`src/rtl/ds2rx_pkg.sv`:
```
`default_nettype none
package ds2rx_pkg;

  // register map, byte addresses
  localparam logic [11:0] ADDR_COMMAND = 12'h228;
  localparam logic [11:0] ADDR_MASK    = 12'h22c;
  localparam logic [11:0] ADDR_STATUS  = 12'h230;
  localparam logic [11:0] ADDR_LOOP    = 12'h234;

  // values after reset
  localparam logic [15:0] COMMAND_RESET = 16'h0000;
  localparam logic [15:0] MASK_RESET    = 16'h003f;
  localparam logic [15:0] STATUS_RESET  = 16'h0001;
  localparam logic [15:0] LOOP_RESET    = 16'h0000;

  // command register fields
  localparam int SIM_LSB      = 4;
  localparam int SIM_MSB      = 6;
  localparam int COPY_BIT     = 1;
  localparam int COPY_CLR_BIT = 0;

  // error simulation codes
  localparam logic [2:0] SIM_NONE    = 3'h0;
  localparam logic [2:0] SIM_FBIT    = 3'h1;
  localparam logic [2:0] SIM_MBIT    = 3'h2;
  localparam logic [2:0] SIM_FAR     = 3'h3;
  localparam logic [2:0] SIM_RED     = 3'h4;
  localparam logic [2:0] SIM_AIS     = 3'h5;
  localparam logic [2:0] SIM_LOOPCMD = 3'h6;

  // mask bit positions
  localparam int MSK_LOOP  = 5;
  localparam int MSK_AIS   = 4;
  localparam int MSK_RED   = 3;
  localparam int MSK_SPARE = 2;
  localparam int MSK_FAR   = 1;
  localparam int MSK_FAS   = 0;

  // loopback c-bit selector codes
  localparam logic [1:0] CBIT_FIRST  = 2'h0;
  localparam logic [1:0] CBIT_SECOND = 2'h1;
  localparam logic [1:0] CBIT_THIRD  = 2'h2;

  // zeros limit per multiframe and multiframe counts
  localparam logic [2:0] AIS_ZERO_LIMIT = 3'h5;
  localparam logic [3:0] FLAG_PERSIST   = 4'h8;
  localparam logic [3:0] LOOP_PERSIST   = 4'h5;

  // timing
  localparam int CLK_PERIOD_NS   = 10;
  localparam int HALF_MS_NS      = 500000;
  localparam int ONE_SEC_NS      = 1000000000;
  localparam int HALF_MS_CYCLES  = HALF_MS_NS / CLK_PERIOD_NS;
  localparam int ONE_SEC_CYCLES  = ONE_SEC_NS / CLK_PERIOD_NS;

endpackage : ds2rx_pkg
`default_nettype wire

```
`src/rtl/ds2rx_status_ctrl.sv`:
```
`timescale 1ns/1ps
`default_nettype none
// Overview of operation
// - nonzero sim code raises errors, traffic untouched
// - code 1: two framing-bit errors per multiframe
// - code 2: two m-bit or one parity error
// - codes 3-6: far alarm, red, ais, loop
// - copy bit copies counters, manual mode only
// - copy-clear bit copies then clears, manual only
// - commands self-clear before next access
// - mask bit high suppresses vector, resets 003f
// - mask bits: loop, ais, red, spare, far, fas
// - flags show condition; changes make vectors, except alignment moved
// - status 0001 at reset, then 0011
// - ais valid when under five zeros
// - ais up/down integrator per multiframe, or per half ms tick when timer param bit 6 is set
// - red up/down integrator on lost alignment
// - spare bit after 8 multiframes, aligned only
// - far alarm after 8 multiframes, aligned only
// - alignment moved flag on new differing position
// - status bit 0 shows out of frame
// - one loop detect bit per tributary
// - loop change reported after 5 multiframes
// - auto mode copies and clears each second
// - selector picks first, second or third c-bit
module ds2rx_status_ctrl
  import ds2rx_pkg::*;
#(
  parameter int unsigned HALF_MS_CYC = HALF_MS_CYCLES,
  parameter int unsigned ONE_SEC_CYC = ONE_SEC_CYCLES
)
(
  input  wire logic        clk,
  input  wire logic        rst_n,
  input  wire logic        ce,
  input  wire logic [11:0] reg_addr,
  input  wire logic        reg_wr,
  input  wire logic        reg_rd,
  input  wire logic [15:0] reg_wdata,
  output var  logic [15:0] reg_rdata,
  output var  logic        reg_rvalid,
  input  wire logic [2:0]  group_select,
  input  wire logic        counter_transfer_mode,
  input  wire logic        e1_mode,
  input  wire logic [1:0]  loop_cbit_select,
  input  wire logic [7:0]  alarm_timer_params,
  input  wire logic        mf_end,
  input  wire logic        rx_bit_valid,
  input  wire logic        rx_bit,
  input  wire logic        signal_present,
  input  wire logic        framer_oof,
  input  wire logic        align_found,
  input  wire logic        align_differs,
  input  wire logic        spare_bit,
  input  wire logic        far_bit_ds1,
  input  wire logic        far_bit_e1,
  input  wire logic [11:0] rx_cbits,
  output var  logic        cnt_copy,
  output var  logic        cnt_clear,
  output var  logic        sim_fbit_err,
  output var  logic        sim_mbit_err,
  output var  logic        sim_parity_err,
  output var  logic        irq_vec_valid,
  output var  logic [5:0]  irq_vec_source,
  output var  logic [2:0]  irq_vec_group
);

  logic [2:0]  sim_code_q;
  logic [5:0]  mask_q;
  logic [31:0] half_cnt_q;
  logic [31:0] sec_cnt_q;
  logic        half_tick;
  logic        sec_tick;
  logic [2:0]  zero_cnt_q;
  logic        ais_cond_q;
  logic [5:0]  ais_cnt_q;
  logic        ais_q;
  logic [5:0]  red_cnt_q;
  logic        red_q;
  logic        red_cond;
  logic        alarm_tick;
  logic        spare_q;
  logic        far_q;
  logic        far_src;
  logic        alignment_moved_flag_q;
  logic        oof_q;
  logic        sim_second_q;
  logic [3:0]  loop_q;
  logic [5:0]  flags;
  logic [5:0]  flags_prev_q;
  logic [3:0]  loop_prev_q;
  logic [5:0]  change;
  logic        cmd_wr;
  logic        copy_req;
  logic        clear_req;
  logic [15:0] status_word;

  assign cmd_wr     = reg_wr && reg_addr == ADDR_COMMAND;
  // manual commands only count while the counters are not in auto mode
  assign copy_req   = (cmd_wr && !counter_transfer_mode &&
                       (reg_wdata[COPY_BIT] || reg_wdata[COPY_CLR_BIT]))
                      || (counter_transfer_mode && sec_tick);
  assign clear_req  = (cmd_wr && !counter_transfer_mode &&
                       reg_wdata[COPY_CLR_BIT])
                      || (counter_transfer_mode && sec_tick);
  assign half_tick  = half_cnt_q == 32'(HALF_MS_CYC - 1);
  assign sec_tick   = sec_cnt_q == 32'(ONE_SEC_CYC - 1);
  assign alarm_tick = alarm_timer_params[6] ? half_tick : mf_end;
  assign red_cond   = framer_oof || sim_code_q == SIM_RED;
  assign far_src    = (sim_code_q == SIM_FAR) ||
                      (e1_mode ? far_bit_e1 : far_bit_ds1);
  assign status_word = {10'h000, ais_q, red_q, spare_q, far_q,
                        alignment_moved_flag_q, oof_q};

  // command and mask registers
  always_ff @(posedge clk or negedge rst_n)
  begin
    if (!rst_n)
    begin
      sim_code_q <= COMMAND_RESET[SIM_MSB:SIM_LSB];
      mask_q     <= MASK_RESET[5:0];
    end
    else if (ce && reg_wr)
    begin
      // status and loop addresses fall through untouched
      if (reg_addr == ADDR_COMMAND)
        sim_code_q <= reg_wdata[SIM_MSB:SIM_LSB];
      if (reg_addr == ADDR_MASK)
        mask_q <= reg_wdata[5:0];
    end
  end

  // counter transfer pulses last one cycle, done before the next access
  always_ff @(posedge clk or negedge rst_n)
  begin
    if (!rst_n)
    begin
      cnt_copy  <= 1'b0;
      cnt_clear <= 1'b0;
    end
    else if (ce)
    begin
      cnt_copy  <= copy_req;
      cnt_clear <= clear_req;
    end
  end

  // free running half millisecond and one second timebases
  always_ff @(posedge clk or negedge rst_n)
  begin
    if (!rst_n)
    begin
      half_cnt_q <= 32'h0;
      sec_cnt_q  <= 32'h0;
    end
    else if (ce)
    begin
      half_cnt_q <= half_tick ? 32'h0 : half_cnt_q + 32'h1;
      sec_cnt_q  <= sec_tick ? 32'h0 : sec_cnt_q + 32'h1;
    end
  end

  // simulated error pulses go to the error counters, not the data path
  always_ff @(posedge clk or negedge rst_n)
  begin
    if (!rst_n)
    begin
      sim_fbit_err   <= 1'b0;
      sim_mbit_err   <= 1'b0;
      sim_parity_err <= 1'b0;
      sim_second_q   <= 1'b0;
    end
    else if (ce)
    begin
      sim_second_q   <= mf_end;
      sim_fbit_err   <= (mf_end || sim_second_q) &&
                        sim_code_q == SIM_FBIT;
      sim_mbit_err   <= (mf_end || sim_second_q) && !e1_mode &&
                        sim_code_q == SIM_MBIT;
      sim_parity_err <= mf_end && e1_mode &&
                        sim_code_q == SIM_MBIT;
    end
  end

  // zeros per multiframe; saturates since only "under five" matters
  always_ff @(posedge clk or negedge rst_n)
  begin
    if (!rst_n)
    begin
      zero_cnt_q <= 3'h0;
      ais_cond_q <= 1'b0;
    end
    else if (ce)
    begin
      if (mf_end)
      begin
        ais_cond_q <= zero_cnt_q < AIS_ZERO_LIMIT ||
                      sim_code_q == SIM_AIS;
        zero_cnt_q <= 3'h0;
      end
      else if (rx_bit_valid && !rx_bit && zero_cnt_q < AIS_ZERO_LIMIT)
      begin
        zero_cnt_q <= zero_cnt_q + 3'h1;
      end
    end
  end

  // ais integrator: counts up while valid, flag declared at the limit
  always_ff @(posedge clk or negedge rst_n)
  begin
    if (!rst_n)
    begin
      ais_cnt_q <= 6'h00;
      ais_q     <= 1'b0;
    end
    else if (ce && alarm_tick)
    begin
      if (ais_cond_q)
      begin
        if (ais_cnt_q >= alarm_timer_params[5:0])
          ais_q <= 1'b1;
        else
          ais_cnt_q <= ais_cnt_q + 6'h01;
      end
      else if (ais_cnt_q == 6'h00)
      begin
        ais_q <= 1'b0;
      end
      else
      begin
        ais_cnt_q <= ais_cnt_q - 6'h01;
      end
    end
  end

  // red integrator; with no line signal there are no multiframes to
  // integrate, so red is forced at once while the framer is also out of frame
  always_ff @(posedge clk or negedge rst_n)
  begin
    if (!rst_n)
    begin
      red_cnt_q <= 6'h00;
      red_q     <= 1'b0;
    end
    else if (ce)
    begin
      if (!signal_present && framer_oof)
      begin
        red_q <= 1'b1;
      end
      else if (alarm_tick)
      begin
        if (red_cond)
        begin
          if (red_cnt_q >= alarm_timer_params[5:0])
            red_q <= 1'b1;
          else
            red_cnt_q <= red_cnt_q + 6'h01;
        end
        else if (red_cnt_q == 6'h00)
        begin
          red_q <= 1'b0;
        end
        else
        begin
          red_cnt_q <= red_cnt_q - 6'h01;
        end
      end
    end
  end

  // spare bit exists only in the e1 format; reads zero otherwise
  ds2rx_persist #(
    .N_MF (FLAG_PERSIST)
  ) u_spare (
    .clk    (clk),
    .rst_n  (rst_n),
    .ce     (ce),
    .step   (mf_end),
    .hold   (framer_oof),
    .in_bit (e1_mode && spare_bit),
    .flag   (spare_q)
  );

  ds2rx_persist #(
    .N_MF (FLAG_PERSIST)
  ) u_far (
    .clk    (clk),
    .rst_n  (rst_n),
    .ce     (ce),
    .step   (mf_end),
    .hold   (framer_oof),
    .in_bit (far_src),
    .flag   (far_q)
  );

  // loop request: the selected c-bit disagrees with both others
  for (genvar t = 0; t < 4; t++)
  begin : g_trib
    logic [2:0] cb;
    logic       req;
    assign cb = rx_cbits[3*t +: 3];
    always_comb
    begin
      case (loop_cbit_select)
        CBIT_FIRST:  req = cb[0] != cb[1] && cb[0] != cb[2];
        CBIT_SECOND: req = cb[1] != cb[0] && cb[1] != cb[2];
        CBIT_THIRD:  req = cb[2] != cb[0] && cb[2] != cb[1];
        default:     req = 1'b0;
      endcase
    end
    ds2rx_persist #(
      .N_MF (LOOP_PERSIST)
    ) u_loop (
      .clk    (clk),
      .rst_n  (rst_n),
      .ce     (ce),
      .step   (mf_end),
      .hold   (1'b0),
      .in_bit (req || sim_code_q == SIM_LOOPCMD),
      .flag   (loop_q[t])
    );
  end

  // alignment moved is an event: held until software reads status,
  // and a new event in the read cycle wins over the clear
  always_ff @(posedge clk or negedge rst_n)
  begin
    if (!rst_n)
    begin
      alignment_moved_flag_q <= 1'b0;
      oof_q  <= STATUS_RESET[0];
    end
    else if (ce)
    begin
      oof_q <= framer_oof;
      if (align_found && align_differs)
        alignment_moved_flag_q <= 1'b1;
      else if (reg_rd && reg_addr == ADDR_STATUS)
        alignment_moved_flag_q <= 1'b0;
    end
  end

  // vector sources follow the mask layout; alignment moved has no mask
  assign flags  = {ais_q, red_q, spare_q, far_q, alignment_moved_flag_q, oof_q};
  assign change = {|(loop_q ^ loop_prev_q),
                   flags[5:2] ^ flags_prev_q[5:2],
                   flags[0] ^ flags_prev_q[0]} & ~mask_q;

  always_ff @(posedge clk or negedge rst_n)
  begin
    if (!rst_n)
    begin
      flags_prev_q   <= STATUS_RESET[5:0];
      loop_prev_q    <= LOOP_RESET[3:0];
      irq_vec_valid  <= 1'b0;
      irq_vec_source <= 6'h00;
      irq_vec_group  <= 3'h0;
    end
    else if (ce)
    begin
      flags_prev_q   <= flags;
      loop_prev_q    <= loop_q;
      irq_vec_valid  <= |change;
      irq_vec_source <= change;
      irq_vec_group  <= group_select;
    end
  end

  // read port answers one cycle later; unmapped addresses read zero
  always_ff @(posedge clk or negedge rst_n)
  begin
    if (!rst_n)
    begin
      reg_rdata  <= 16'h0000;
      reg_rvalid <= 1'b0;
    end
    else if (ce)
    begin
      reg_rvalid <= reg_rd;
      if (reg_rd)
      begin
        case (reg_addr)
          ADDR_COMMAND: reg_rdata <= {9'h000, sim_code_q, 4'h0};
          ADDR_MASK:    reg_rdata <= {10'h000, mask_q};
          ADDR_STATUS:  reg_rdata <= status_word;
          ADDR_LOOP:    reg_rdata <= {12'h000, loop_q};
          default:      reg_rdata <= 16'h0000;
        endcase
      end
    end
  end
endmodule : ds2rx_status_ctrl
`default_nettype wire

```
`src/rtl/ds2rx_persist.sv`:
```
`timescale 1ns/1ps
`default_nettype none
// a new input value is taken only after it held for n_mf multiframe steps
module ds2rx_persist
  import ds2rx_pkg::*;
#(
  parameter logic [3:0] N_MF = FLAG_PERSIST
)
(
  input  wire logic clk,
  input  wire logic rst_n,
  input  wire logic ce,
  input  wire logic step,
  input  wire logic hold,
  input  wire logic in_bit,
  output var  logic flag
);

  logic [3:0] run_q;

  // hold freezes both count and flag so an unaligned framer keeps reporting the last flag
  always_ff @(posedge clk or negedge rst_n)
  begin
    if (!rst_n)
    begin
      run_q <= 4'h0;
      flag  <= 1'b0;
    end
    else if (ce && step && !hold)
    begin
      if (in_bit == flag)
      begin
        run_q <= 4'h0;
      end
      else if (run_q == N_MF - 4'h1)
      begin
        flag  <= in_bit;
        run_q <= 4'h0;
      end
      else
      begin
        run_q <= run_q + 4'h1;
      end
    end
  end

endmodule : ds2rx_persist
`default_nettype wire

```
`config.mk`:
```
export PLATFORM = sky130hd
export DESIGN_NAME = ds2rx_status_ctrl
export DESIGN_NICKNAME = d
export VERILOG_FILES = /design/src/rtl/ds2rx_pkg.sv /design/src/rtl/ds2rx_status_ctrl.sv /design/src/rtl/ds2rx_persist.sv
export SDC_FILE = /design/constraint.sdc
export NUM_CORES = 1
export LEC_CHECK = 0
export BUFFER_PORTS_ARGS = -buffer_cell sky130_fd_sc_hd__buf_2
export CAP_MARGIN = 0
export CORE_MARGIN = 3
export CORE_UTILIZATION = 38
export CTS_CLUSTER_SIZE = 20
export DETAILED_ROUTE_END_ITERATION = 10
export GPL_ROUTABILITY_DRIVEN = 0
export HOLD_SLACK_MARGIN = 0.06
export PLACE_DENSITY = 0.64
export SLEW_MARGIN = 20
export SYNTH_ARGS = -nofsm -noshare
export SYNTH_HDL_FRONTEND = slang
export SYNTH_HIERARCHICAL = 1
export SYNTH_SLANG_ARGS = --single-unit
```
`constraint.sdc`:
```
create_clock -name clk -period 2.55 [get_ports clk]
set_clock_uncertainty 0.1 [all_clocks]
set_input_delay 0.255 -clock clk [delete_from_list [all_inputs] [get_ports clk]]
set_output_delay 0.255 -clock clk [all_outputs]
set_load 0.02 [all_outputs]
```
-- Yosys cells after proc, flatten, opt, wreduce, memory -nomap -nowiden
Index checks and enable logic that the tools add are counted.
- bits in registers: 166
- input bits: 70
- output and inout bits: 32
- word-level logic and storage cells: 234
- $add $sub $neg: 13
- $lt $le $gt $ge: 3
- equality and inequality tests: 56
- multiplexer cells: 39
- bitwise operators: 12
- reduce and logical (&&, ||, !) cells: 74
- operators by type and width (kind ; number):
    adder 32 x 1 -> 32 bit (second input constant) ; 2
    two-way mux 32 bit ; 2
    == test 12 x 10 -> 1 bit (second input constant) ; 4
    two-way mux 4 bit ; 12
    two-way mux 6 bit ; 6
    == test 32 x 16 -> 1 bit (second input constant) ; 1
    == test 32 x 27 -> 1 bit (second input constant) ; 1
    logical AND 1 bit ; 32
    case mux 7 bit (4 select lines) ; 1
    adder 4 x 1 -> 4 bit (second input constant) ; 6
    == test 4 x 3 -> 1 bit (second input constant) ; 6
    != test 1 bit ; 24
    AND reduction 3 bit ; 8
    adder 6 x 1 -> 6 bit (second input constant) ; 2
    >= comparator 6 bit ; 2
    logical NOT 6 bit ; 2
    two-way mux 1 bit ; 12
    case mux 1 bit (3 select lines) ; 4
    AND reduction 2 bit ; 6
    subtractor 6 x 1 -> 6 bit (second input constant) ; 2
    logical OR 1 bit ; 11
    == test 3 bit (second input constant) ; 3
    != test 2 bit (second input constant) ; 4
    nonzero test 2 bit ; 4
    other kinds (22) ; 40

-- Longest topological paths before layout
Gate-level depths: netlist of the first run.
- word-level depth: 7
- gate-level depth with buffers: 9
- mapped depth without buffers: 9

-- Cells and area by module
The synthesis of the first run kept the hierarchy.
- modules (own cells, without submodules) (module ; times used ; cells each ; area an instance (um2) ; sequential area each (um2)):
    ds2rx_status_ctrl ; 1 ; 682 ; 6914.1 ; 3163.0
    ds2rx_persist at g_trib[0].u_loop ... ; 4 ; 29 ; 300.3 ; 125.1
    ds2rx_persist at u_far ... ; 2 ; 23 ; 284.0 ; 125.1

-- Worst setup path after synthesis of the first run
Ideal clock, no wire load.
- path kind: register -> register
- from: register sim_code_q[0]
- to: register red_cnt_q[5]
- library setup time: 79 ps
- data arrival time: 2098 ps
- data required time: 2371 ps
- path slack: 273 ps
- stages on the path, launching flop included: 10
- buffers on the path: 0
- period minus slack after synthesis: 2277 ps
- cells stage by stage: dfrtp_1 -> inv_1 -> a31oi_1 -> ha_1 -> a211oi_1 -> o21bai_1 -> a21oi_1 -> xnor2_1 -> nor3_1 -> xor2_1
- word-level cells in the longest chain between the ends: 4
- elaborated cells between the ends (all ways): 6
- classes of those cells: 3 x eq/ne; 1 x mux; 2 x reduce/logical
- ends and longest elaborated chain (item ; line ; text):
    start: declaration ; ds2rx_status_ctrl.sv:68 ; logic [2:0] sim_code_q;
    start signal: assignment ; ds2rx_status_ctrl.sv:120 ; sim_code_q <= COMMAND_RESET[SIM_MSB:SIM_LSB];
    start signal: assignment ; ds2rx_status_ctrl.sv:127 ; sim_code_q <= reg_wdata[SIM_MSB:SIM_LSB];
    == test 3 bit (*) ; ds2rx_status_ctrl.sv:109 ; assign red_cond = framer_oof || sim_code_q == SIM_RED;
    logical OR 1 bit (*) ; ds2rx_status_ctrl.sv:109 ;
    != test 2 bit (no source line) ; - ;
    AND reduction 5 bit (no source line) ; - ;
    end signal: assignment ; ds2rx_status_ctrl.sv:258 ; red_cnt_q <= red_cnt_q + 6'h01;
    end signal: assignment ; ds2rx_status_ctrl.sv:266 ; red_cnt_q <= red_cnt_q - 6'h01;
    end: declaration ; ds2rx_status_ctrl.sv:78 ; logic [5:0] red_cnt_q;
Mark *: on every way between the ends. The rest lies on a longest branch, timed or not.
A chain may end at the register's enable or synchronous reset.

-- Worst setup path after layout of the first run
- from: register ais_cnt_q[0]
- to: register ais_cnt_q[1]
- word-level cells in the longest chain between the ends: 3
- elaborated cells between the ends (all ways): 10
- classes of those cells: 2 x add/sub; 1 x order compare; 2 x eq/ne; 3 x mux; 2 x reduce/logical
- ends and longest elaborated chain (item ; line ; text):
    start: declaration ; ds2rx_status_ctrl.sv:76 ; logic [5:0] ais_cnt_q;
    start signal: assignment ; ds2rx_status_ctrl.sv:223 ; ais_cnt_q <= ais_cnt_q + 6'h01;
    start signal: assignment ; ds2rx_status_ctrl.sv:231 ; ais_cnt_q <= ais_cnt_q - 6'h01;
    >= comparator 6 bit (tied with other cells) ; ds2rx_status_ctrl.sv:220 ; if (ais_cnt_q >= alarm_timer_params[5:0])
    != test 2 bit (no source line) (tied with other cells) ; - ;
    AND reduction 3 bit (no source line) / two-way mux 6 bit (equally long branches) ; - ;
Parallel ways exist; a longest one is shown, timed or not. The select of a mux whose other input is x is not followed.

==> qor_table.md, run 1 <==
| Group | Quantity | This run |
| --- | --- | --- |
| global route | Number of global-route vias before repair | 6493 |
| clock tree | CTS Root Cell | sky130_fd_sc_hd__clkbuf_16 |
| yosys | Top cells by count, synth | sky130_fd_sc_hd__dfrtp_1 (148), sky130_fd_sc_hd__nand2_1 (73), sky130_fd_sc_hd__nor2_1 (63), sky130_fd_sc_hd__xnor2_1 (49), sky130_fd_sc_hd__nand3_1 (41) |
| critical path | Register-to-Register Path Depth | 7 |
| sta | Hold slack final | 0.1191 ns |
| sta | Final period utilization | 89.93% |
| routing | Routed len/inst | 15.16 um |
| global route | Initial antenna violation count | 0 |
| floorplan | Die width | 157.2 um |
| yosys | Most frequent cell after synthesis | sky130_fd_sc_hd__dfrtp_1 |
| critical path | Data arrival at the endpoint of the critical path | 2.51 ns |
| clock tree | CTS tree | built |
| sta | Setup violators final | 0 |
| power and ir drop | Leak | 4.811 nW |
| power and ir drop | Pwr dens | 729.4 mW/mm^2 |
| placed design | Place WS | 0.1593 ns |
| sta | Final hold violation count | 0 |
| finish | # nets final | 1078 |
| power and ir drop | Max VDD drop | 389.7 uV |
| routing | DRT antenna net count | 0 |
| clock tree | Num CTS Buffers | 17 |
| floorplan | Placement row count | 54 |
| yosys | Proportion of synthesized flip-flops having asynchronous set or reset | 100.0% |
| finish | Area growth from synthesis to layout | 19.48% |
| global route | Wire length of the first global-routing pass | 32.26 mm |
| critical path | Chain of cells forming the critical path | inv_1 > ha_1 > nand2b_1 > a31oi_1 > o211a_1 > o22ai_2 > mux2_2 |
| sta | Unrepaired setup endpoints after global routing | no |
| power and ir drop | Cell internal pwr | 5.305 mW |
| yosys | Yosys warnings | 6 |
| critical path | FF-to-FF setup slack | 0.26 ns |
| critical path | Data required time at the worst endpoint | 2.77 ns |
| floorplan | Ports | 102 |
| sta | Transition time at the pin with the least slew margin | 0.6129 ns |
| floorplan | Floorplan die area | 0.02470 mm^2 |
| sta | Min Tclk post-route | 2.293 ns |
| clock tree | CTS sink cnt | 156 |
| power and ir drop | Part of the total power dissipated in the clock network | 36.8% |
| critical path | Maximum cell stage delay along the critical path | 0.47 ns |
| flow run | Max-cap violations | 0 |
| clock tree | Clock transition at the registers of the reported paths | 0.07 ns |
| finish | Finished Cell Area | 0.01038 mm^2 |
| routing | Number of remaining DRC errors | 0 |
| floorplan | Initial core utilization | 39.18% |
| sta | Final-report max-slew violation count | 0 |
| finish | Fin util | 46.82% |
| critical path | Largest fanout on the critical path | 9 |
| yosys | Portion of synthesized cell area occupied by the leading cell type | 42.65% |
| power and ir drop | Total power consumption of the routed design | 7.568 mW |
| yosys | Number of library cell types mapped by synthesis | 73 |
| placed design | IO buf count | 82 |
| sta | Maximum operating frequency | 436.1 MHz |
| routing | Vias | 6617 |
| yosys | Post-synth EDFFs | 0 |
| yosys | Synthesized instance count | 844 |
| status | Status | complete, no violations |
| power and ir drop | Flop pwr share | 42.2% |
| routing | Total Wirelength | 19.20 mm |
| global route | Largest net degree at the start of global routing | 65 |
| power and ir drop | Switching share of power | 29.90% |
| clock tree | Maximum buffer depth of the clock tree | 2 |
| finish | Final instance count without filler cells | 1266 |
| critical path | Top cell family by delay on the critical path | compound AO/OA/AOI/OAI gates |
| placed design | Final HPWL from detailed placement | 14.11 mm |
| sta | Smallest setup slack after layout | 0.2569 ns |
| routing | Average vias per placed instance | 5.227 |
| yosys | Dominant synthesized flop cell | sky130_fd_sc_hd__dfrtp_1 |
| finish | Fraction of final layout cells sized beyond drive strength 1 | 21.91% |
| critical path | Worst r2r dst | ais_cnt_q[1] |
| clock tree | H-Tree Level Count | 4 |
| yosys | Register area share after synthesis | 45.07% |
| placed design | Number of cells after detailed placement | 1217 |
| clock tree | Clk Latency, worst-skew pair | 0.43 ns |
| floorplan | Core outline area | 0.02216 mm^2 |
| critical path | Category of the worst setup path launch point | flop |
| yosys | Flip-flop and latch count after synthesis | 156 |
| placed design | Cell Area, Placed | 0.009548 mm^2 |
| worst hold path | Class of the most critical hold timing path | primary input to flop |
| sta | Worst rel slew slack | 58.79% |
| yosys | Summed instance area of the synthesized netlist | 0.008683 mm^2 |
| yosys | Cells taking the most area after synthesis | sky130_fd_sc_hd__dfrtp_1 (43%), sky130_fd_sc_hd__xnor2_1 (4.9%), sky130_fd_sc_hd__ha_1 (4.8%), sky130_fd_sc_hd__mux2_2 (4.1%), sky130_fd_sc_hd__xor2_1 (3.3%) |
| sta | Total negative setup slack | 0 ns |
| critical path | Buf/Inv on CP | 1 |
| global route | Total congestion overflow after global routing | 0 |
| critical path | Number of cells on the critical path | 7 |
| yosys | Synth area leader | sky130_fd_sc_hd__dfrtp_1 |
| global route | Global-route usage over all layers | 16.19% |
| floorplan | Die Height | 157.2 um |
| routing | Iteration-0 DRC Markers | 318 |
| critical path | Origin of the worst setup path | ais_cnt_q[0] |
| finish | Number of antenna diodes | 0 |
| critical path | Worst setup path end | ais_cnt_q[1] |
| routing | Initial DRT Pass Iterations | 4 |
| power and ir drop | Fraction of power consumed by combinational cells | 21.0% |
| yosys | Avg Cell Area, Syn | 10.29 um^2 |
| critical path | Critical path start-end classification | flop to flop |
| critical path | Origin of the critical flop-to-flop path | ais_cnt_q[0] |
| critical path | Type of element capturing the critical path | flop |
| power and ir drop | Switching power | 2.263 mW |
| critical path | Cell with the biggest individual delay on the critical path | sky130_fd_sc_hd__dfrtp_1 |
| worst hold path | Startpoint of the most critical hold path | framer_oof |
[cells by family (layout without fill, tap and decap cells)]
kind of cell | count (synthesis) | in the layout | share of synthesized area [%]
simple gates | 337 | 337 | 22.20
flops | 156 | 156 | 45.07
compound gates | 120 | 120 | 9.150
xor+xnor | 88 | 88 | 9.395
buf+inv | 61 | 187 | 3.069
mux | 46 | 46 | 5.850
fa+ha+maj | 35 | 35 | 5.216
other cells | 1 | 17 | 0.04319
[cell usage in the layout (no fill, tap or decap), drive strengths merged, types with 37 or more instances in the layout]
cell	n
inv	37
buf	103
o21ai	40
nor2	67
mux2	38
xor2	37
nand3	46
dfrtp	148
nand2	73
xnor2	51
[worst min path at each step]
stage / cells past startpoint / slack, ns / to
CTS: 2 / 0.10 / oof_q
detailed placement: 1 / 0.15 / g_trib[3].u_loop/run_q[1]
global route: 2 / 0.13 / oof_q
global placement: 1 / 0.15 / g_trib[3].u_loop/run_q[1]
floorplan: 0 / -0.14 / ais_cnt_q[0]
finish: 2 / 0.12 / oof_q
[flip-flops by register name (all words and copies together), names as in the netlist, 5 cells and up]
| register | count |
|---|---|
| half_cnt_q | 32 |
| ais_cnt_q | 6 |
| mask_q | 6 |
| reg_rdata | 7 |
| irq_vec_source | 6 |
| sec_cnt_q | 32 |
| red_cnt_q | 6 |
| g_trib.u_loop/run_q | 16 |
| flags_prev_q | 5 |
[what timing repair did]
action                                 in CTS  in global routing
setup endpoints to repair                   0                  4
gates resized for setup                     0                  2
endpoints found under the hold margin      69                  0
hold buffers                               16                  0
setup buffers                               0                  1
[per-layer routing]
layer,track usage [%],vias to the layer above,wire (um)
met5,0,-,0
met4,4.339,0,83
met3,3.272,5,798
met2,26.23,109,8991
met1,22.26,3239,9324
li1,-,3264,-
[layout make-up]
class	count	area (um^2)
Inverter	36	135.1
Timing Repair Buffer	119	747.0
Clock buffer	17	425.4
Clock inverter	15	221.5
Fill cell	2099	11790
Sequential cell	156	3914
Tap cell	280	350.3
Multi-Input combinational cell	643	4582
[power by group through the flow]
stage	clock, mW	sequential (mW)	combinational (mW)
floorplan	0	3.18	1.13
global placement	0	3.22	1.53
detailed placement	0	3.23	1.58
CTS	2.85	3.19	1.60
global route	2.95	3.25	1.82
finish	2.79	3.19	1.59
Note: power is estimated with default switching activity, not from simulation.
==> inputs of run 2 (changes only) <==
==> constraint.sdc (replaced) <==
create_clock -name clk -period 2.7 [get_ports clk]
set_clock_uncertainty 0.1 [all_clocks]
set_input_delay 0.27 -clock clk [delete_from_list [all_inputs] [get_ports clk]]
set_output_delay 0.27 -clock clk [all_outputs]
set_load 0.02 [all_outputs]
==> qor_table.md, run 2 (synthesized netlist as in run 1, its figures left out) <==
| Group | Quantity | This run |
| --- | --- | --- |
| routing | Initial DRT Pass Iterations | 6 |
| critical path | Type of element capturing the critical path | flop |
| placed design | Number of cells after detailed placement | 1216 |
| global route | Global-route usage over all layers | 16.37% |
| floorplan | Core outline area | 0.02216 mm^2 |
| finish | # nets final | 1075 |
| floorplan | Die width | 157.2 um |
| critical path | Largest fanout on the critical path | 6 |
| sta | Hold slack final | 0.1200 ns |
| clock tree | H-Tree Level Count | 4 |
| global route | Initial antenna violation count | 0 |
| power and ir drop | Total power consumption of the routed design | 6.914 mW |
| flow run | Max-cap violations | 0 |
| worst hold path | Class of the most critical hold timing path | primary input to flop |
| sta | Setup violators final | 0 |
| global route | Number of global-route vias before repair | 6615 |
| finish | Final instance count without filler cells | 1263 |
| routing | Number of remaining DRC errors | 0 |
| routing | Highest layer used for signal routing | met4 |
| finish | Largest registers | half_cnt_q: 32 flops, sec_cnt_q: 32 flops, g_trib.u_loop/run_q: 16 flops |
| floorplan | Ports | 102 |
| sta | Final period utilization | 85.81% |
| routing | Met2 wire length | 8.996 mm |
| finish | Fraction of final layout cells sized beyond drive strength 1 | 21.36% |
| finish | Number of antenna diodes | 0 |
| floorplan | Placement row count | 54 |
| finish | Finished Cell Area | 0.01028 mm^2 |
| placed design | Cell Area, Placed | 0.009540 mm^2 |
| finish | Fin util | 46.38% |
| routing | Average vias per placed instance | 5.269 |
| routing | Vias | 6655 |
| placed design | Place WS | 0.3798 ns |
| clock tree | CTS Root Cell | sky130_fd_sc_hd__clkbuf_16 |
| clock tree | Clk Latency, worst-skew pair | 0.42 ns |
| clock tree | Num CTS Buffers | 17 |
| sta | Unrepaired setup endpoints after global routing | no |
| critical path | Data arrival at the endpoint of the critical path | 2.56 ns |
| routing | Met3 Wirelength | 787 um |
| global route | Total congestion overflow after global routing | 0 |
| sta | Smallest setup slack after layout | 0.3832 ns |
| routing | Total Wirelength | 19.15 mm |
| global route | Wire length of the first global-routing pass | 32.78 mm |
| routing | Met1 layer wirelength in the final routing | 9.186 mm |
| sta | Final-report max-slew violation count | 0 |
| finish | Most frequent standard cell in the layout excluding fill and tap cells | sky130_fd_sc_hd__dfrtp_1 |
| floorplan | Floorplan die area | 0.02470 mm^2 |
| global route | Largest net degree at the start of global routing | 73 |
| critical path | Category of the worst setup path launch point | flop |
| clock tree | Count of instances resized after the clock tree is built | 0 |
| placed design | IO buf count | 82 |
| floorplan | Initial core utilization | 39.18% |
| clock tree | CTS sink cnt | 156 |
| clock tree | Clock transition at the registers of the reported paths | 0.06 ns |
| sta | Maximum operating frequency | 431.6 MHz |
| finish | Filler instances | 2098 |
| power and ir drop | Max VDD drop | 387.8 uV |
| routing | Routed len/inst | 15.16 um |
| clock tree | Maximum buffer depth of the clock tree | 2 |
| sta | Min Tclk post-route | 2.317 ns |
| power and ir drop | Pwr dens | 672.7 mW/mm^2 |
| critical path | Critical path start-end classification | flop to flop |
| clock tree | CTS tree | built |
| placed design | Final HPWL from detailed placement | 14.23 mm |
| finish | Area growth from synthesis to layout | 18.37% |
| sta | Transition time at the pin with the least slew margin | 0.7460 ns |
| routing | Iteration-0 DRC Markers | 338 |
| routing | DRT antenna net count | 0 |
| sta | Total negative setup slack | 0 ns |
| floorplan | Die Height | 157.2 um |
| finish | Top library cells by usage in the layout, fill and taps aside | sky130_fd_sc_hd__dfrtp_1 (148), sky130_fd_sc_hd__buf_2 (81), sky130_fd_sc_hd__nand2_1 (73), sky130_fd_sc_hd__nor2_1 (63), sky130_fd_sc_hd__xnor2_1 (49) |
| status | Status | complete, no violations |
| sta | Final hold violation count | 0 |
| critical path | Data required time at the worst endpoint | 2.95 ns |
| sta | Worst rel slew slack | 49.81% |
| power and ir drop | Leak | 4.762 nW |
run 2: cell types whose count changed in the layout (fill, tap and decap cells not counted):
cell / change
sky130_fd_sc_hd__a31oi_1: +1
sky130_fd_sc_hd__a31oi_2: -1
sky130_fd_sc_hd__buf_4: -2
sky130_fd_sc_hd__bufinv_16: -3
sky130_fd_sc_hd__clkbuf_1: +2
sky130_fd_sc_hd__clkbuf_8: +3
sky130_fd_sc_hd__clkinv_4: -2
sky130_fd_sc_hd__dlygate4sd3_1: -1
sky130_fd_sc_hd__nor4b_1: +1
sky130_fd_sc_hd__nor4b_2: -1
run 2: final timing paths:
path / cells after the start / start / slack, ns / endpoint
min: 2 / reg_addr[2] / 0.12 / reg_rdata[6]
max reg2reg: 10 / sim_code_q[0] / 0.38 / red_cnt_q[5]
min in group asynchronous: 2 / rst_n / 0.32 / g_trib[3].u_loop/run_q[0]
max in group asynchronous: 3 / rst_n / 1.40 / mask_q[5]
max: 10 / sim_code_q[0] / 0.38 / red_cnt_q[5]
min reg2reg: 1 / irq_vec_group[2] / 0.40 / irq_vec_group[2]
run 2: worst max-delay path, cell delays in order, from the launching register on:
cell and delay, ns:
sky130_fd_sc_hd__dfrtp_1 0.44, sky130_fd_sc_hd__inv_1 0.11, sky130_fd_sc_hd__a31oi_1 0.16, sky130_fd_sc_hd__buf_4 0.17, sky130_fd_sc_hd__ha_1 0.24, sky130_fd_sc_hd__a211oi_1 0.24, sky130_fd_sc_hd__o21bai_1 0.10, sky130_fd_sc_hd__a21oi_1 0.17
sky130_fd_sc_hd__xnor2_1 0.08, sky130_fd_sc_hd__nor3_1 0.26, sky130_fd_sc_hd__xor2_1 0.17
run 2: per-layer routing:
layer,up-vias,GRT usage [%]
met5,-,0
met4,0,3.843
met3,14,3.987
met2,128,26.39
met1,3268,22.40
li1,3245,-
run 2: area by class of cell:
type                       instances  area [um^2]  area share, %
clock buffer                      22        474.2          4.614
inverter                          36        135.1          1.315
multi-input combinational        643         4569          44.46
clock inverter                    10        113.9          1.108
sequential                       156         3914          38.08
timing repair buffer             116        721.9          7.024
tap                              280        350.3          3.408
run 2: power breakdown:
group / internal [mW] / switching, mW / total, mW
logic: 0.720 / 0.779 / 1.50
registers: 2.65 / 0.369 / 3.02
clock network: 1.43 / 0.962 / 2.39
run 2: timing repair:
action | CTS | global route
hold buffers | 15 | 0
buffers inserted | 0 | 0
endpoints found under the hold margin | 78 | 0
==> inputs of run 3 (changes only) <==
--- a/config.mk
+++ b/config.mk
@@ -13,7 +13,6 @@
 export DETAILED_ROUTE_END_ITERATION = 10
 export GPL_ROUTABILITY_DRIVEN = 0
 export HOLD_SLACK_MARGIN = 0.06
-export PLACE_DENSITY = 0.64
 export SLEW_MARGIN = 20
 export SYNTH_ARGS = -nofsm -noshare
 export SYNTH_HDL_FRONTEND = slang
==> qor_table.md, run 3 (synthesized netlist as in run 1, its figures left out) <==
| Group | Quantity | This run |
| --- | --- | --- |
| sta | Transition time at the pin with the least slew margin | 0.6277 ns |
| clock tree | CTS sink cnt | 156 |
| finish | Area growth from synthesis to layout | 18.88% |
| finish | Number of antenna diodes | 0 |
| global route | Number of global-route vias before repair | 6417 |
| clock tree | H-Tree Level Count | 4 |
| clock tree | CTS tree | built |
| critical path | Worst setup path end | red_cnt_q[3] |
| sta | Total negative setup slack | 0 ns |
| critical path | Data arrival at the endpoint of the critical path | 2.57 ns |
| floorplan | Die Height | 157.2 um |
| sta | Setup violators final | 0 |
| global route | Largest net degree at the start of global routing | 52 |
| finish | Fraction of final layout cells sized beyond drive strength 1 | 21.73% |
| clock tree | Num CTS Buffers | 17 |
| finish | Filler instances | 2106 |
| routing | DRT antenna net count | 0 |
| power and ir drop | Pwr dens | 674.4 mW/mm^2 |
| floorplan | Ports | 102 |
| routing | Number of remaining DRC errors | 0 |
| critical path | Data required time at the worst endpoint | 2.91 ns |
| sta | Hold slack final | 0.1100 ns |
| critical path | Origin of the worst setup path | half_cnt_q[0] |
| status | Status | complete, no violations |
| critical path | Worst r2r dst | red_cnt_q[3] |
| global route | Grt met2 use | 25.82% |
| critical path | Type of element capturing the critical path | flop |
| critical path | Origin of the critical flop-to-flop path | half_cnt_q[0] |
| sta | Final period utilization | 87.24% |
| floorplan | Die width | 157.2 um |
| routing | Vias | 6547 |
| routing | Iteration-0 DRC Markers | 326 |
| floorplan | Core outline area | 0.02216 mm^2 |
| sta | Smallest setup slack after layout | 0.3445 ns |
| sta | Final-report max-slew violation count | 0 |
| finish | # nets final | 1077 |
| sta | Min Tclk post-route | 2.355 ns |
| routing | Average vias per placed instance | 5.175 |
| global route | GRT Max-Usage Layer | met2 |
| critical path | Register-to-Register Path Depth | 7 |
| placed design | Final HPWL from detailed placement | 14.17 mm |
| placed design | IO buf count | 82 |
| clock tree | Clock transition at the registers of the reported paths | 0.07 ns |
| power and ir drop | Max VDD drop | 315.5 uV |
| routing | Total Wirelength | 19.13 mm |
| global route | Met3 track demand over resource in global routing | 3.244% |
| routing | Initial DRT Pass Iterations | 5 |
| critical path | Category of the worst setup path launch point | flop |
| power and ir drop | Leak | 4.791 nW |
| global route | Initial antenna violation count | 0 |
| critical path | Largest fanout on the critical path | 5 |
| global route | Global-route usage over all layers | 16.37% |
| finish | Top library cells by usage in the layout, fill and taps aside | sky130_fd_sc_hd__dfrtp_1 (148), sky130_fd_sc_hd__buf_2 (81), sky130_fd_sc_hd__nand2_1 (73), sky130_fd_sc_hd__nor2_1 (63), sky130_fd_sc_hd__xnor2_1 (49) |
| clock tree | Maximum buffer depth of the clock tree | 2 |
| critical path | FF-to-FF setup slack | 0.34 ns |
| clock tree | Clk Latency, worst-skew pair | 0.43 ns |
| critical path | Critical path start-end classification | flop to flop |
| finish | Largest registers | half_cnt_q: 32 flops, sec_cnt_q: 32 flops, g_trib.u_loop/run_q: 16 flops |
| clock tree | CTS Root Cell | sky130_fd_sc_hd__clkbuf_16 |
| clock tree | Count of instances resized after the clock tree is built | 0 |
| global route | Met1 GRT Util | 23.38% |
| routing | Routed len/inst | 15.13 um |
| sta | Unrepaired setup endpoints after global routing | no |
| worst hold path | Class of the most critical hold timing path | primary input to flop |
| global route | Total congestion overflow after global routing | 0 |
| placed design | Place WS | 0.3546 ns |
| sta | Maximum operating frequency | 424.5 MHz |
| floorplan | Floorplan die area | 0.02470 mm^2 |
| sta | Worst rel slew slack | 57.83% |
| global route | Wire length of the first global-routing pass | 32.69 mm |
| floorplan | Placement row count | 54 |
| flow run | Max-cap violations | 0 |
| sta | Final hold violation count | 0 |
| floorplan | Initial core utilization | 39.18% |
| finish | Most frequent standard cell in the layout excluding fill and tap cells | sky130_fd_sc_hd__dfrtp_1 |
-- run 3: timing repair --
action,4_1_cts,5_1_grt
hold endpoints to repair,64,0
buffers inserted,0,0
hold buffers,15,0
-- run 3: worst min-delay path by stage --
stage / endpoint / startpoint / cells after the start / slack, ns
2_1_floorplan: ais_cnt_q[0] / rst_n / 0 / -0.13
3_3_place_gp: g_trib[3].u_loop/run_q[3] / rst_n / 1 / 0.16
3_5_place_dp: g_trib[3].u_loop/run_q[3] / rst_n / 1 / 0.16
4_1_cts: reg_rdata[6] / reg_addr[2] / 2 / 0.1
5_1_grt: reg_rdata[6] / reg_addr[2] / 2 / 0.11
6_report: reg_rdata[6] / reg_addr[2] / 2 / 0.11
-- run 3: metrics by stage --
step / utilization (%) / instances / power (mW) / instance area (um^2)
after detailed placement: 43.17 / 1218 / 4.530 / 9568
final: 46.58 / 1265 / 6.962 / 10320
after global placement: 43.17 / 1218 / 4.489 / 9568
after CTS: 46.58 / 1265 / 7.045 / 10320
after floorplan: - / 860 / 4.068 / 8743
after global routing: 46.58 / 1265 / 7.398 / 10320
-- run 3: cell type report --
cell class                 count  area [um^2]  share of cell area (%)
clock buffer                  17        425.4                   4.121
timing repair buffer         118        749.5                   7.261
multi-input combinational    643         4569                   44.27
sequential                   156         3914                   37.92
tap                          280        350.3                   3.394
clock inverter                15        178.9                   1.733
inverter                      36        135.1                   1.309
-- run 3: report_power, final --
| group | switching [mW] | internal [mW] | total (mW) |
|---|---|---|---|
| registers | 0.365 | 2.65 | 3.02 |
| clock network | 1.07 | 1.40 | 2.47 |
| logic | 0.759 | 0.717 | 1.48 |
| total | 2.20 | 4.77 | 6.96 |
-- run 3: worst max-delay path: stages (launching register included) --
cell and delay, ns:
sky130_fd_sc_hd__dfrtp_1 0.40, sky130_fd_sc_hd__ha_1 0.22, sky130_fd_sc_hd__nor4b_1 0.27, sky130_fd_sc_hd__nand4_1 0.18, sky130_fd_sc_hd__o21ai_0 0.23, sky130_fd_sc_hd__o2111ai_1 0.24
sky130_fd_sc_hd__nor2_4 0.26, sky130_fd_sc_hd__mux2_2 0.36
-- run 3: metal layers --
metal,vias to the layer above,part of all wire [%]
met4,0,1.0
li1,3255,-
met3,15,3.9
met2,127,46
met1,3150,49
met5,-,0
